$ cat config.mk
export PLATFORM = sky130hd
export DESIGN_NAME = fim_top
export DESIGN_NICKNAME = d
export VERILOG_FILES = /design/src/rtl/fim_pkg.sv /design/src/rtl/fim_edge_det.sv /design/src/rtl/fim_top.sv
export SDC_FILE = /design/constraint.sdc
export NUM_CORES = 1
export LEC_CHECK = 0
export BUFFER_PORTS_ARGS = -buffer_cell sky130_fd_sc_hd__buf_4
export CAP_MARGIN = 20
export CORE_AREA = 2 2 71 73
export CTS_CLUSTER_SIZE = 28
export DETAILED_ROUTE_END_ITERATION = 8
export DIE_AREA = 0 0 73 75
export GPL_TIMING_DRIVEN = 0
export HOLD_SLACK_MARGIN = 0.15
export PLACE_DENSITY = 0.89
export SYNTH_ARGS = -nofsm -noshare
export SYNTH_HDL_FRONTEND = slang
export SYNTH_SLANG_ARGS = --single-unit
$ cat constraint.sdc
create_clock -name MCLK -period 1.6 [get_ports MCLK]
set_clock_uncertainty 0.1 [all_clocks]
set_input_delay 0.32 -clock MCLK [delete_from_list [all_inputs] [get_ports MCLK]]
set_output_delay 0.32 -clock MCLK [all_outputs]
set_load 0.05 [all_outputs]
$ cat src/rtl/fim_pkg.sv
/*
 constants for the framer interrupt masking block: register offsets, bit
 positions of the two mask words, vector codes and interrupt status layout.
 assumes a byte-wide register port with 5-bit addresses.
*/
package fim_pkg;

   localparam int ADDR_W = 5;
   localparam int DATA_W = 8;

   // register offsets
   localparam logic [4:0] OFS_IRQ_EN_CNT_ALIGN = 5'h1d;
   localparam logic [4:0] OFS_IRQ_EN_SYNC_TMR = 5'h1e;
   localparam logic [4:0] OFS_TX_PULSE_CTRL = 5'h1f;
   localparam logic [4:0] OFS_IRQ_STATUS_A = 5'h10;
   localparam logic [4:0] OFS_IRQ_STATUS_B = 5'h11;
   localparam logic [4:0] OFS_IRQ_CLEAR_A = 5'h12;
   localparam logic [4:0] OFS_IRQ_CLEAR_B = 5'h13;
   localparam logic [4:0] OFS_IRQ_VECTOR = 5'h14;
   localparam logic [4:0] OFS_SRC_LEVELS = 5'h15;

   // mask word two bit positions
   localparam int BIT_EBIT_OVF = 7;
   localparam int BIT_LCRC_OVF = 6;
   localparam int BIT_CRC_ALIGN = 5;
   localparam int BIT_FAS_OVF = 4;
   localparam int BIT_JIT_MARGIN = 3;
   localparam int BIT_BITERR_OVF = 2;
   localparam int BIT_AUX_PAT = 1;
   localparam int BIT_CMF_OVF = 0;

   // mask word three bit positions
   localparam int BIT_SIG_MF_LOSS = 7;
   localparam int BIT_CRC_MF_LOSS = 6;
   localparam int BIT_REMOTE_MF = 4;
   localparam int BIT_ONE_SEC = 3;
   localparam int BIT_TIMER_ONE = 2;
   localparam int BIT_TIMER_TWO = 1;

   // writable bits of each word; others read zero
   localparam logic [7:0] MASK_WORD_TWO_USED = 8'hff;
   localparam logic [7:0] MASK_WORD_THREE_USED = 8'hde;
   localparam logic [7:0] TX_PULSE_USED = 8'h0f;
   localparam logic [7:0] RESET_ZERO = 8'h00;

   // vector codes
   localparam logic [7:0] VEC_SYNC_LOSS = 8'h80;
   localparam logic [7:0] VEC_PATTERN = 8'h40;
   localparam logic [7:0] VEC_COUNTER_OVF = 8'h10;
   localparam logic [7:0] VEC_STATUS_CHANGE = 8'h08;
   localparam logic [7:0] VEC_JITTER = 8'h04;
   localparam logic [7:0] VEC_NONE = 8'h00;

   // transmit pulse word fields
   localparam int BIT_CUSTOM_PULSE = 3;
   localparam int AMP_MSB = 2;

endpackage

$ cat src/rtl/fim_edge_det.sv
/*
 rise or any-change detector for one status level.
 assumes the level is synchronous to clk.
*/
`timescale 1ns/1ps
module fim_edge_det
   #(parameter bit ANY_CHANGE = 1'b0)
   (
   input wire logic clk, // system clock
   input wire logic rst, // sync reset, active high
   input wire logic level, // monitored flag
   output logic pulse // one-cycle event
   );

   logic prev;

   // previous level; starts low so a flag high out of reset counts as a rise
   always_ff @(posedge clk)
   begin
      if (rst)
         prev <= 1'b0;
      else
         prev <= level;
   end

   assign pulse = ANY_CHANGE ? (level ^ prev) : (level & ~prev);

endmodule

$ cat src/rtl/fim_top.sv
/*
 interrupt masking for the framer: two enable words gate counter overflow,
 alignment, sync loss, alarm, timer and jitter fifo events into sticky status
 bits, one level interrupt and an 8-bit vector.
 status words are read-only and the clear words are write-one-to-clear. a
 stored bit stays until software clears it, even after its source goes idle.
 assumes event inputs are one-cycle pulses and status flags are levels, all
 synchronous to MCLK; register port with read data one cycle after the strobe.
 the jitter fill input counts bytes held in the fifo, zero meaning empty.
 the clear words have no storage, so they read back as zero.
 a read and a write never share a cycle on the register port.
*/
`timescale 1ns/1ps
module fim_top
   import fim_pkg::*;
   #(parameter int FIFO_DEPTH = 32, // jitter fifo depth in bytes
     parameter int FILL_W = 6, // width of fill level input
     parameter int MARGIN = 4) // bytes from either limit
   (
   input wire logic MCLK, // system clock 250 MHz
   input wire logic SYS_RST, // sync reset, active high
   input wire logic [ADDR_W-1:0] ADDR, // register address
   input wire logic [DATA_W-1:0] WDATA, // write data
   input wire logic WR, // write strobe
   input wire logic RD, // read strobe
   output logic [DATA_W-1:0] RDATA, // read data, cycle after RD
   input wire logic EBIT_CNT_OVF, // e-bit counter overflow pulse
   input wire logic LCRC_CNT_OVF, // local crc-4 counter overflow pulse
   input wire logic FAS_CNT_OVF, // fas error counter overflow pulse
   input wire logic BITERR_CNT_OVF, // bit error counter overflow pulse
   input wire logic CMF_CNT_OVF, // crc-4 multiframe counter overflow pulse
   input wire logic CRC_ALIGN_STATUS, // crc-4 alignment flag level
   input wire logic AUX_PATTERN_STATUS, // auxiliary pattern flag level
   input wire logic SIG_MF_SYNC_LOST, // signalling mf sync lost level
   input wire logic CRC_MF_SYNC_LOST, // crc-4 mf sync lost level
   input wire logic REMOTE_MF_ALARM, // remote mf alarm level
   input wire logic ONE_SECOND_FLAG, // one-second flag level
   input wire logic TIMER_ONE_FLAG, // first timer flag level
   input wire logic TIMER_TWO_FLAG, // second timer flag level
   input wire logic [FILL_W-1:0] JIT_FIFO_FILL, // jitter fifo fill in bytes
   output logic IRQ, // level interrupt
   output logic [DATA_W-1:0] IRQ_VECTOR, // vector of highest pending source
   output logic CUSTOM_PULSE_SELECT, // custom pulse level select
   output logic [2:0] PULSE_AMPLITUDE_CODE // transmit pulse amplitude code
   );

   // elaboration checks: both near-limit windows must fit inside the fifo with a
   // gap between them, and the fill input must be able to count the whole depth;
   // a zero margin would make the jitter source fire only at the very limits
   if (MARGIN < 1)
   begin : g_bad_margin_low
      $error("fim_top: margin must be at least one byte");
   end
   if (FIFO_DEPTH < 2 * MARGIN + 2)
   begin : g_bad_margin_high
      $error("fim_top: margin too wide for the fifo depth");
   end
   if (FIFO_DEPTH >= (1 << FILL_W))
   begin : g_bad_fill
      $error("fim_top: fill width too narrow for the fifo depth");
   end

   // registers
   logic [7:0] irq_enable_counters_alignment;
   logic [7:0] irq_enable_sync_timers;
   logic [7:0] transmit_pulse_level_control;
   logic [7:0] status_a;
   logic [7:0] status_b;
   logic [7:0] vector;
   logic [7:0] rdata;

   // level-to-event detection
   logic ev_align_chg;
   logic ev_aux_rise;
   logic ev_sig_loss;
   logic ev_crc_loss;
   logic ev_remote;
   logic ev_one_sec;
   logic ev_timer_one;
   logic ev_timer_two;
   logic ev_jitter;
   logic jit_near;

   // alignment reacts to either direction, the rest to rising only
   // the detectors start low, so a flag already high at reset release counts once
   fim_edge_det #(.ANY_CHANGE(1'b1)) u_align
   (
      .clk(MCLK),
      .rst(SYS_RST),
      .level(CRC_ALIGN_STATUS),
      .pulse(ev_align_chg)
   );

   fim_edge_det u_aux
   (
      .clk(MCLK),
      .rst(SYS_RST),
      .level(AUX_PATTERN_STATUS),
      .pulse(ev_aux_rise)
   );

   fim_edge_det u_sigloss
   (
      .clk(MCLK),
      .rst(SYS_RST),
      .level(SIG_MF_SYNC_LOST),
      .pulse(ev_sig_loss)
   );

   fim_edge_det u_crcloss
   (
      .clk(MCLK),
      .rst(SYS_RST),
      .level(CRC_MF_SYNC_LOST),
      .pulse(ev_crc_loss)
   );

   fim_edge_det u_remote
   (
      .clk(MCLK),
      .rst(SYS_RST),
      .level(REMOTE_MF_ALARM),
      .pulse(ev_remote)
   );

   fim_edge_det u_onesec
   (
      .clk(MCLK),
      .rst(SYS_RST),
      .level(ONE_SECOND_FLAG),
      .pulse(ev_one_sec)
   );

   fim_edge_det u_tmr1
   (
      .clk(MCLK),
      .rst(SYS_RST),
      .level(TIMER_ONE_FLAG),
      .pulse(ev_timer_one)
   );

   fim_edge_det u_tmr2
   (
      .clk(MCLK),
      .rst(SYS_RST),
      .level(TIMER_TWO_FLAG),
      .pulse(ev_timer_two)
   );

   // near-limit window; an event on entering it, not for every cycle inside
   // the window edges are inclusive: a fill of MARGIN or DEPTH-MARGIN is near
   assign jit_near = (JIT_FIFO_FILL <= FILL_W'(MARGIN))
                  || (JIT_FIFO_FILL >= FILL_W'(FIFO_DEPTH - MARGIN));

   fim_edge_det u_jit
   (
      .clk(MCLK),
      .rst(SYS_RST),
      .level(jit_near),
      .pulse(ev_jitter)
   );

   // events in status layout, word two then word three
   logic [7:0] raw_a;
   logic [7:0] raw_b;

   assign raw_a[BIT_EBIT_OVF] = EBIT_CNT_OVF;
   assign raw_a[BIT_LCRC_OVF] = LCRC_CNT_OVF;
   assign raw_a[BIT_CRC_ALIGN] = ev_align_chg;
   assign raw_a[BIT_FAS_OVF] = FAS_CNT_OVF;
   assign raw_a[BIT_JIT_MARGIN] = ev_jitter;
   assign raw_a[BIT_BITERR_OVF] = BITERR_CNT_OVF;
   assign raw_a[BIT_AUX_PAT] = ev_aux_rise;
   assign raw_a[BIT_CMF_OVF] = CMF_CNT_OVF;

   // word three layout; bits 5 and 0 have no source
   assign raw_b[BIT_SIG_MF_LOSS] = ev_sig_loss;
   assign raw_b[BIT_CRC_MF_LOSS] = ev_crc_loss;
   assign raw_b[5] = 1'b0;
   assign raw_b[BIT_REMOTE_MF] = ev_remote;
   assign raw_b[BIT_ONE_SEC] = ev_one_sec;
   assign raw_b[BIT_TIMER_ONE] = ev_timer_one;
   assign raw_b[BIT_TIMER_TWO] = ev_timer_two;
   assign raw_b[0] = 1'b0;

   // masked events: a masked source never reaches status
   // word three is masked again so an unused bit can never be stored
   wire [7:0] set_a = raw_a & irq_enable_counters_alignment;
   wire [7:0] set_b = raw_b & irq_enable_sync_timers & MASK_WORD_THREE_USED;

   // address decode
   wire wr_en_a = WR && (ADDR == OFS_IRQ_EN_CNT_ALIGN);
   wire wr_en_b = WR && (ADDR == OFS_IRQ_EN_SYNC_TMR);
   wire wr_tx = WR && (ADDR == OFS_TX_PULSE_CTRL);

   // clear words: a one clears the matching status bit, a zero leaves it
   wire wr_clr_a = WR && (ADDR == OFS_IRQ_CLEAR_A);
   wire wr_clr_b = WR && (ADDR == OFS_IRQ_CLEAR_B);
   wire [7:0] clr_a = wr_clr_a ? WDATA : RESET_ZERO;
   wire [7:0] clr_b = wr_clr_b ? WDATA : RESET_ZERO;

   // sticky status: a new event wins over a clear in the same cycle
   wire [7:0] next_status_a = (status_a & ~clr_a) | set_a;
   wire [7:0] next_status_b = (status_b & ~clr_b) | set_b;

   // enable word two; every bit is a live enable
   always_ff @(posedge MCLK)
   begin
      if (SYS_RST)
         irq_enable_counters_alignment <= RESET_ZERO;
      else if (wr_en_a)
         irq_enable_counters_alignment <= WDATA & MASK_WORD_TWO_USED;
   end

   // enable word three; unused bits are dropped on write so they read zero
   always_ff @(posedge MCLK)
   begin
      if (SYS_RST)
         irq_enable_sync_timers <= RESET_ZERO;
      else if (wr_en_b)
         irq_enable_sync_timers <= WDATA & MASK_WORD_THREE_USED;
   end

   // transmit pulse word; only the select bit and amplitude code are kept
   always_ff @(posedge MCLK)
   begin
      if (SYS_RST)
         transmit_pulse_level_control <= RESET_ZERO;
      else if (wr_tx)
         transmit_pulse_level_control <= WDATA & TX_PULSE_USED;
   end

   // status word two; set beats clear inside next_status_a
   always_ff @(posedge MCLK)
   begin
      if (SYS_RST)
         status_a <= RESET_ZERO;
      else
         status_a <= next_status_a;
   end

   // status word three; same rule as word two
   always_ff @(posedge MCLK)
   begin
      if (SYS_RST)
         status_b <= RESET_ZERO;
      else
         status_b <= next_status_b;
   end

   // enabled pending bits; disabling a source also hides its stale status
   // re-enabling it shows the stale bit again unless software clears it first
   wire [7:0] pend_a = status_a & irq_enable_counters_alignment;
   wire [7:0] pend_b = status_b & irq_enable_sync_timers;

   // vector priority follows the code weight, highest first
   wire pend_sync = pend_b[BIT_SIG_MF_LOSS] | pend_b[BIT_CRC_MF_LOSS] | pend_b[BIT_REMOTE_MF];
   wire pend_pat = pend_a[BIT_AUX_PAT];

   // counter overflows share one class
   wire pend_ovf = pend_a[BIT_EBIT_OVF] | pend_a[BIT_LCRC_OVF] | pend_a[BIT_FAS_OVF]
                 | pend_a[BIT_BITERR_OVF] | pend_a[BIT_CMF_OVF];

   // status changes and timer ticks share one class
   wire pend_chg = pend_a[BIT_CRC_ALIGN] | pend_b[BIT_ONE_SEC]
                 | pend_b[BIT_TIMER_ONE] | pend_b[BIT_TIMER_TWO];

   // jitter margin is lowest; the fifo still has four bytes of slack
   wire pend_jit = pend_a[BIT_JIT_MARGIN];

   // the vector names the class only; software reads status to find the source
   wire [7:0] next_vector = pend_sync ? VEC_SYNC_LOSS :
                            pend_pat ? VEC_PATTERN :
                            pend_ovf ? VEC_COUNTER_OVF :
                            pend_chg ? VEC_STATUS_CHANGE :
                            pend_jit ? VEC_JITTER : VEC_NONE;

   // registered so the vector and IRQ never glitch between classes
   always_ff @(posedge MCLK)
   begin
      if (SYS_RST)
         vector <= VEC_NONE;
      else
         vector <= next_vector;
   end

   // read address decode; the read strobe qualifies every select
   wire rd_sel_en_a = RD && (ADDR == OFS_IRQ_EN_CNT_ALIGN);
   wire rd_sel_en_b = RD && (ADDR == OFS_IRQ_EN_SYNC_TMR);
   wire rd_sel_tx = RD && (ADDR == OFS_TX_PULSE_CTRL);
   wire rd_sel_st_a = RD && (ADDR == OFS_IRQ_STATUS_A);
   wire rd_sel_st_b = RD && (ADDR == OFS_IRQ_STATUS_B);
   wire rd_sel_vec = RD && (ADDR == OFS_IRQ_VECTOR);
   wire rd_sel_lvl = RD && (ADDR == OFS_SRC_LEVELS);

   // live source levels, for polling without an interrupt
   wire [7:0] src_levels = {CRC_ALIGN_STATUS, AUX_PATTERN_STATUS, jit_near,
                            ONE_SECOND_FLAG, TIMER_ONE_FLAG, TIMER_TWO_FLAG, 2'b00};

   // and-or read mux; unmapped addresses and idle cycles read zero
   wire [7:0] next_rdata = ({8{rd_sel_en_a}} & irq_enable_counters_alignment)
                         | ({8{rd_sel_en_b}} & irq_enable_sync_timers)
                         | ({8{rd_sel_tx}} & transmit_pulse_level_control)
                         | ({8{rd_sel_st_a}} & status_a)
                         | ({8{rd_sel_st_b}} & status_b)
                         | ({8{rd_sel_vec}} & vector)
                         | ({8{rd_sel_lvl}} & src_levels);

   // read data stands for exactly the cycle after the strobe
   always_ff @(posedge MCLK)
   begin
      if (SYS_RST)
         rdata <= RESET_ZERO;
      else
         rdata <= next_rdata;
   end

   // register read port
   assign RDATA = rdata;

   // interrupt outputs; IRQ follows the registered vector, so both move together
   assign IRQ_VECTOR = vector;
   assign IRQ = |vector;

   // transmit pulse fields straight from their register
   assign CUSTOM_PULSE_SELECT = transmit_pulse_level_control[BIT_CUSTOM_PULSE];
   assign PULSE_AMPLITUDE_CODE = transmit_pulse_level_control[AMP_MSB:0];

endmodule

==> results.md, run 1 <==
* Status: complete, no violations
* Drt pass-1 iters at 7
* Area Overhead vs Synth at 27.0%
* Drt initial violations at 392
* LEAKAGE at approximately 1.2 nW
* Worst hold path cell count at 2
* Synth Instances at 265
* Netlist cell types at 41
* Sequential share of the synthesized area at between 40% and 50%
* CP Capture Type: primary output
* Vias at 2,478
* Clock slew at reported path FFs at 0.10 ns
* Power Dens Cells at 852 mW/mm2
* Min-Delay Endpoint: u_onesec.prev
* Cells along the critical path: nor3_1, nand2_1, buf_4
* Starting Density at 52.1%
* Largest net degree at the start of global routing at 18
* Sequential cell area at ~0.0011 mm2
* Clk_lat worst skew at roughly 0.31 ns
* Slew Viols, Final at 0
* CP delay by family, top: flip-flops
* Reg-to-reg critical path endpoint: RDATA[1]
* Die area at 0.00548 mm2
* CTS H-tree lvls at 2
* Crit-path max cell delay at 0.35 ns
* Final Worst Setup Slack at 0.0792 ns
* First-pass GRT wire length at about 11,000 um
* Slew @ Worst Pin at between 0.5 and 0.6 ns
* Fmax at 0.658 GHz
* Antenna violations before repair at 0
* Die W at around 73 um
* Antenna Nets Post-Route at 0
* R2R cell count at 4
* Total gr overflow at 0
* WS Path Type: flop to primary output
* Hold_sp: ONE_SECOND_FLAG
* CP Max Fanout at 3
* Reg power frac at 54.0%
* Internal power at 2.01 mW
* Commonest non-fill, non-tap cells in the layout: 56 x dfxtp_1, 55 x buf_4, 34 x a21oi_1
* Comb pwr share at 10.5%
* Fillers at 367
* HPWL after DPL at 5160 um
* Startpoint types: flop
* Clock Power Share at 35.6%
* Total negative slack at 0 ns
* Setup bufs post-CTS at 0
* Yosys top cell area share at 46.2%
* Share of post-route cells with drive strength above 1 at 24.8%
* Sw Share at a little under a quarter
* Max_slew headroom at 61.3%
* GRT Overall Usage at 27.5%
* Max-cap viol count at 0
* Die Y at 75 um
* R2R Path Start: irq_enable_counters_alignment[1]
* Core area at around 0.0047 mm2
* DP Worst Slack at -0.0834 ns
* Yosys top cell by area: dfxtp_1
* Net Sw Power at just over 0.6 mW
* CTS root buffer: clkbuf_8
* IO Port Bufs at 52
* Buf/Inv on CP at 1
* Post-layout net count at 370
* CTS Sinks at 56
* CP max stage cell: dfxtp_1
* Worst Path Arrival at roughly 1.1 ns
* Critical path required time at 1.18 ns
* # rows at 25
* Synth area leaders: dfxtp_1 46%, a21oi_1 7.0%, o21ai_0 6.0%, nand2_1 4.9%, a22oi_1 4.0%
* Syn Area/Cell at between 9 and 10 um2
* Endpoints failing setup at 0
* Vias per cell at 6.37
* Fin crit period at 1.52 ns
* Routed wire length at 7390 um
* VDD IR max at 468 uV
* Vias in the first global route at 2,309
* Number of buffers created by CTS at 5
* Hold Path Class: primary input to flop
* Routed len/inst at approximately 19 um
* Longest Clk Path Bufs at 2
* Final hold vios at 0
* Reg2Reg Setup Slack at 0.19 ns
* Yosys Warn Count at 0
* Most common cell after layout, fill and taps aside: dfxtp_1
* Num ports at 57
* #FFs+latches synth at 56
* Unrepaired setup endpoints after global routing: no
* Drc violations at 0
* Final worst-path cycle share at about 95%
* Multi-input logic area at 0.00120 mm2
* CTS tree: yes
* Cell Area, Synth at 0.00243 mm2
* Antenna diode count at 0
* Gpl congestion at 0.940
-- routing by layer --
layer | part of all wire [%] | wire [um] | GRT usage, %
met5 | 0 | 0 | 0
met4 | 3.2 | 236 | 11.7
met3 | 11 | 788 | 6.56
met2 | 49 | 3590 | 46.3
met1 | 38 | 2780 | 33.7
-- what timing repair did --
item | in CTS | in global routing
setup endpoints to repair | 0 | 0
hold buffers | 6 | 2
endpoints found under the hold margin | 6 | 2
gates resized for setup | 0 | 0
-- flip-flops by register name, summed over array words and instances, names as in the netlist, 4 cells and up --
signal	flops
irq_enable_sync_timers	6
status_a	8
irq_enable_counters_alignment	8
status_b	8
IRQ_VECTOR	5
transmit_pulse_level_control	4
RDATA	8
-- worst reg2reg max path, delay by kind of cell (launching register included) --
family | cells | cell delay (ns)
compound gates | 2 | 0.48
flops | 1 | 0.35
mux | 1 | 0.27
simple gates | 1 | 0.08
-- power groups by stage --
stage	logic (mW)	registers [mW]	clock network (mW)
floorplan	0.123	1.45	0
global placement	0.248	1.45	0
detailed placement	0.253	1.45	0
CTS	0.266	1.42	0.931
global route	0.292	1.42	0.985
finish	0.275	1.42	0.934
-- stage by stage --
stage	total power, mW	instances	instance area [um2]	utilization, %	hold slack, ns
global route	2.70	389	3090	66.2	0.164
CTS	2.61	387	3070	65.8	0.151
floorplan	1.58	267	2440	-	0.308
detailed placement	1.70	373	2890	62.1	0.347
finish	2.63	389	3090	66.2	0.157
global placement	1.70	373	2890	62.1	0.339
-- cell families after synthesis --
group / share of synthesized area (%)
flops: 46.2
compound gates: 22.9
other cells: 0.154
simple gates: 22.9
mux: 2.68
xor+xnor: 0.361
buf+inv: 4.79
-- final cells by class --
class	instances	share of cell area, %
tap	54	2.19
sequential	56	36.3
clock buffer	6	2.35
timing repair buffer	60	15.2
buffer	14	3.04
clock inverter	2	1.26
inverter	6	0.730
multi-input combinational	191	38.8
-- cells in the mapped netlist (all sizes together) --
master and n:
nand3 4, dfxtp 56, and4 1, buf 7, nand2b 4, nor2b 11, clkbuf 7, nand3b 8
xor2 1, a21oi 34, nand4bb 1, inv 6, a31oi 6, and4bb 1, nor3b 1, and3 1
o31ai 1, o21ai 29, nor4bb 1, conb 1, o21a 1, nor3 4, nand4b 2, mux2 4
a22o 2, a32oi 3, nand2 32, nor2 14, nand4 2, mux2i 2, a221oi 2, a222oi 3
a22oi 13
-- worst max path at each step --
stage,start,to,cells past startpoint
after detailed placement,ADDR[3],status_b[2],5
after global routing,IRQ_VECTOR[6],IRQ,3
after global placement,ADDR[3],RDATA[3],5
after floorplan,IRQ_VECTOR[6],IRQ,2
after CTS,IRQ_VECTOR[6],IRQ,3
final,IRQ_VECTOR[6],IRQ,3
No activity file was read; power rests on OpenSTA's default activity.
==> run 2: changes to the inputs <==
Settings changed: CORE_AREA 2 2 71 73 to 2 2 93 95, DIE_AREA 0 0 73 75 to 0 0 95 97, PLACE_DENSITY 0.89 to 0.61.
==> run 2 against run 1 <==
Non-clock buffer count increased by 2. Via count decreased by 6.0%. Die area increased by 68%. First-iteration DRC count decreased by 51%. Global-route usage decreased by 10 points. Sequential power about the same. Register-to-register slack got worse by 0.02 ns. Worst hold slack about the same. Final area increased by 2.2%. Utilization decreased by 27 points. Critical path type unchanged. Largest cell class unchanged. Highest routed layer unchanged.
==> results.md, run 2 (synthesized netlist as in run 1, its figures left out) <==
* Max_slew headroom at 60.2%
* Antenna diode count at 0
* Slew @ Worst Pin at 0.597 ns
* Die area at around 0.0092 mm2
* Drt initial violations at 194
* Antenna Nets Post-Route at 0
* Routed wire length at 7520 um
* Largest net degree at the start of global routing at 18
* HPWL after DPL at about 5400 um
* Final hold vios at 0
* Drc violations at 0
* Cells along the critical path: nor2_1, nand2_1, buf_6
* CTS tree: yes
* First-pass GRT wire length at 12,100 um
* CP Capture Type: primary output
* Setup bufs post-CTS at 0
* Commonest non-fill, non-tap cells in the layout: 55 x dfxtp_1, 54 x buf_4, 34 x a21oi_1
* # rows at 33
* Die Y at between 90 and 100 um
* Vias at 2,329
* CP delay by family, top: flip-flops
* CTS Sinks at 56
* LEAKAGE at between 1 and 1.5 nW
* CTS H-tree lvls at 2
* WS Path Type: flop to primary output
* Fin crit period at 1.49 ns
* Sw Share at 25.4%
* Hold Path Class: primary input to flop
* R2R Path Start: irq_enable_counters_alignment[1]
* Setup crit end: IRQ
* Comb pwr share at 11.2%
* Die W at 95 um
* Drt pass-1 iters at 5
* Antenna violations before repair at 0
* CP max stage cell: dfxtp_1
* Post-layout net count at roughly 370
* CTS root buffer: clkbuf_8
* Clock slew at reported path FFs at ~0.1 ns
* Longest Clk Path Bufs at 2
* Most common cell after layout, fill and taps aside: dfxtp_1
* CP Max Fanout at 3
* Final worst-path cycle share at 93.0%
* Post-route cell area at around 0.0032 mm2
* GRT Overall Usage at 17.2%
* Area Overhead vs Synth at 29.9%
* Share of post-route cells with drive strength above 1 at 25.2%
* Reg-to-reg critical path endpoint: RDATA[1]
* Internal power at 1.85 mW
* Core area at approximately 0.0081 mm2
* Vias in the first global route at 2,305
* Placed Area at approximately 0.0030 mm2
* Number of buffers created by CTS at 5
* Critical path required time at 1.18 ns
* Clk_lat worst skew at 0.31 ns
* Worst Path Arrival at 1.07 ns
* Buf/Inv on CP at 1
* Num ports at 57
* Status: complete, no violations
* Power Dens Cells at 786 mW/mm2
* Reg power frac at between 50% and 60%
* Crit-path max cell delay at 0.44 ns
* Total gr overflow at 0
* Net Sw Power at roughly 0.63 mW
* Endpoints failing setup at 0
* Crit path depth at 3
* Clock Power Share at 31.5%
* R2R cell count at 4
* VDD IR max at 299 uV
* Starting Density at 29.9%
* Max-cap viol count at 0
* Gpl congestion at approximately 0.86
* Unrepaired setup endpoints after global routing: no
* IO Port Bufs at 52
* Reg2Reg Setup Slack at 0.17 ns
* Fmax at 0.672 GHz
* CP Launch Point: IRQ_VECTOR[2]
* Routed len/inst at 17.0 um
* Slew Viols, Final at 0
* Vias per cell at 5.27
* Startpoint types: flop
* Total power draw at 2.48 mW
[run 2: power groups by stage]
stage	combinational [mW]	sequential, mW	clock, mW
finish	0.279	1.42	0.782
global route	0.299	1.42	0.857
CTS	0.276	1.42	0.797
detailed placement	0.257	1.45	0
global placement	0.257	1.45	0
floorplan	0.123	1.45	0
[run 2: worst min-delay path by stage]
| stage | startpoint | to | slack, ns | cells past startpoint |
|---|---|---|---|---|
| global route | EBIT_CNT_OVF | status_a[7] | 0.16 | 3 |
| detailed placement | status_b[5] | status_b[5] | 0.35 | 2 |
| global placement | status_b[0] | status_b[0] | 0.34 | 2 |
| finish | FAS_CNT_OVF | status_a[4] | 0.16 | 3 |
| floorplan | WDATA[0] | status_b[0] | 0.31 | 1 |
| CTS | WDATA[7] | irq_enable_counters_alignment[7] | 0.15 | 3 |
[run 2: metrics by stage]
stage | worst slack (ns) | hold WS (ns) | setup TNS (ns) | std cells | util, %
floorplan | 0.0705 | 0.308 | 0 | 267 | -
global placement | -0.122 | 0.342 | -0.748 | 424 | 36.4
detailed placement | -0.112 | 0.347 | -0.722 | 424 | 36.4
CTS | 0.0771 | 0.154 | 0 | 441 | 38.5
global route | 0.0248 | 0.156 | 0 | 442 | 38.8
finish | 0.112 | 0.158 | 0 | 442 | 38.8
[run 2: area by class of cell]
cell class	count	area, um2
Fill cell	839	4980
Multi-Input combinational cell	191	1200
Sequential cell	56	1120
Timing Repair Buffer	62	494
Tap cell	105	131
Buffer	14	93.8
Clock buffer	6	72.6
Inverter	6	22.5
Clock inverter	2	13.8
[run 2: layer usage]
metal	global-route usage (%)	vias to the layer above	wire length, um
met5	0	-	0
met4	4.68	0	112
met3	3.50	15	531
met2	28.3	102	3580
met1	22.6	1112	3290
li1	-	1100	-
[run 2: worst reg2reg max path, stage by stage, from the launching register on]
cell and delay, ns:
dfxtp_1 0.36, mux2_2 0.27, a22o_1 0.18, a222oi_1 0.30, nor2_1 0.08
[run 2: timing repair]
action / in CTS / in global routing
setup endpoints to repair: 0 / 1
gates resized for setup: 0 / 3
hold buffers: 9 / 1
hold endpoints to repair: 9 / 1
==> run 3: changes to the inputs <==
Settings changed: CELL_PAD_IN_SITES_DETAIL_PLACEMENT set to 2, CELL_PAD_IN_SITES_GLOBAL_PLACEMENT set to 2, PLACE_DENSITY 0.61 to 0.86.
==> run 3 against run 2 <==
Via count increased by 2.2%. Cell count decreased by 0.23%. Utilization increased by 0.25 points. Worst hold slack got worse by 0.0024 ns. Setup slack got worse by 0.037 ns. Critical path depth unchanged. Total power increased by 9.5%. Largest power group unchanged. Highest routed layer unchanged.
==> results.md, run 3 (synthesized netlist as in run 1, its figures left out) <==
* Status: complete, no violations
* Total gr overflow at 0
* Sw Share at 24.6%
* Worst Path Arrival at ~1.1 ns
* IO Port Bufs at between 50 and 60
* GRT Overall Usage at 20.6%
* CTS tree: yes
* Global routing usage on met2 at 35.2%
* Final Util at between 30% and 40%
* Routed wire length at 9000 um
* Die Y at between 90 and 100 um
* Critical path required time at between 1 and 1.5 ns
* Routing usage on met1 at around a quarter
* Endpoints failing setup at 0
* Gpl congestion at 0.850
* CP Capture Type: primary output
* Clk_lat worst skew at 0.32 ns
* Drt pass-1 iters at 7
* Die W at about 95 um
* Clock Power Share at approximately 37%
* Vias per cell at 5.40
* WS Path Type: flop to primary output
* Num ports at 57
* GR Util met3 at 3.27%
* First-pass GRT wire length at 14,400 um
* CTS H-tree lvls at 2
* CP delay by family, top: flip-flops
* Antenna Nets Post-Route at 0
* # rows at 33
* Share of post-route cells with drive strength above 1 at 25.3%
* Fin crit period at 1.53 ns
* CP max stage cell: dfxtp_1
* Placed Area at 0.00296 mm2
* Internal power at about 2 mW
* Setup bufs post-CTS at 0
* Antenna diode count at 0
* Fmax at around 0.66 GHz
* LEAKAGE at 1.18 nW
* Clock slew at reported path FFs at between 0.1 and 0.15 ns
* Die area at 0.00922 mm2
* Max_slew headroom at 56.7%
* CP Max Fanout at 3
* Longest Clk Path Bufs at 2
* Routed len/inst at 20.4 um
* Power Dens Cells at 855 mW/mm2
* CTS root buffer: clkbuf_8
* CTS Sinks at 56
* Cells along the critical path: nor3_2, nand2_1, buf_4
* Reg power frac at 52.3%
* Final worst-path cycle share at 95.3%
* Area Overhead vs Synth at 30.7%
* Most used routing layer: met2
* Hold Path Class: primary input to flop
* Antenna violations before repair at 0
* HPWL after DPL at 6420 um
* Vias in the first global route at 2,590
* Max-cap viol count at 0
* Starting Density at 29.9%
* Startpoint types: flop
* Post-route cell area at 0.00317 mm2
* Total negative slack at 0 ns
* Unrepaired setup endpoints after global routing: no
* Drt initial violations at 110
* Vias at between 2,000 and 2,500
* VDD IR max at 351 uV
* Drc violations at 0
* Number of buffers created by CTS at 5
* Largest net degree at the start of global routing at 18
* Slew @ Worst Pin at 0.649 ns
* Sequential cell area at roughly 0.0011 mm2
* Final hold vios at 0
* Net Sw Power at around 0.67 mW
* Multi-input logic area at between 0.001 and 0.0015 mm2
* Crit-path max cell delay at 0.35 ns
* Core area at 0.00813 mm2
* Buf/Inv on CP at 1
* Comb pwr share at 10.5%
* Commonest non-fill, non-tap cells in the layout: 56 x dfxtp_1, 55 x buf_4, 34 x a21oi_1
* Post-layout net count at around 370
* Fillers at 913
* Most common cell after layout, fill and taps aside: dfxtp_1
* Slew Viols, Final at 0
## run 3: cell types whose count changed in the layout (fill, tap and decap cells not counted), sizes merged
cell         change
bufinv           +1
dlygate4sd3      -1
inv              -1
## run 3: layer usage
metal	wire, um	part of all wire, %
met1	3890	43
met2	4630	51
met3	347	3.9
met4	131	1.5
met5	0	0
## run 3: power by group through the flow
| stage | combinational (mW) | sequential, mW | clock (mW) |
|---|---|---|---|
| final | 0.285 | 1.42 | 1.01 |
| after detailed placement | 0.264 | 1.45 | 0 |
| after CTS | 0.283 | 1.42 | 1.02 |
| after floorplan | 0.123 | 1.45 | 0 |
| after global routing | 0.306 | 1.42 | 1.07 |
| after global placement | 0.256 | 1.45 | 0 |
## run 3: final timing paths
path | to | cells after the start | startpoint | slack, ns
min | status_a[4] | 3 | FAS_CNT_OVF | 0.16
max | IRQ | 3 | IRQ_VECTOR[6] | 0.07
min reg2reg | status_b[5] | 2 | status_b[5] | 0.37
max reg2reg | RDATA[1] | 4 | irq_enable_counters_alignment[1] | 0.09
## run 3: timing repair
| action | 4_1_cts | 5_1_grt |
|---|---|---|
| hold buffers | 9 | 0 |
| endpoints found under the setup margin | 0 | 2 |
| resized for setup | 0 | 1 |
| hold endpoints to repair | 9 | 0 |
## run 3: worst register-to-register path: cells and delay by family, from the launching register on
| kind | cells | cell delay (ns) |
|---|---|---|
| multiplexers | 1 | 0.29 |
| AO/OA/AOI/OAI | 2 | 0.56 |
| AND/OR/NAND/NOR | 1 | 0.07 |
| flip-flops | 1 | 0.38 |
## run 3: cell type report
class / instances / share of cell area, %
multi-input combinational: 191 / 37.9
clock inverter: 2 / 1.22
inverter: 6 / 0.710
clock buffer: 6 / 2.60
timing repair buffer: 61 / 15.1
tap: 105 / 4.14
sequential: 56 / 35.3
buffer: 14 / 2.96
## run 3: through the flow
step	cells	setup slack (ns)	hold WS, ns	power (mW)
2_1_floorplan	267	0.0705	0.308	1.58
3_3_place_gp	424	-0.0567	0.341	1.71
3_5_place_dp	424	-0.0940	0.349	1.71
4_1_cts	441	0.0490	0.151	2.73
5_1_grt	441	0.0124	0.155	2.80
6_report	441	0.0750	0.155	2.71
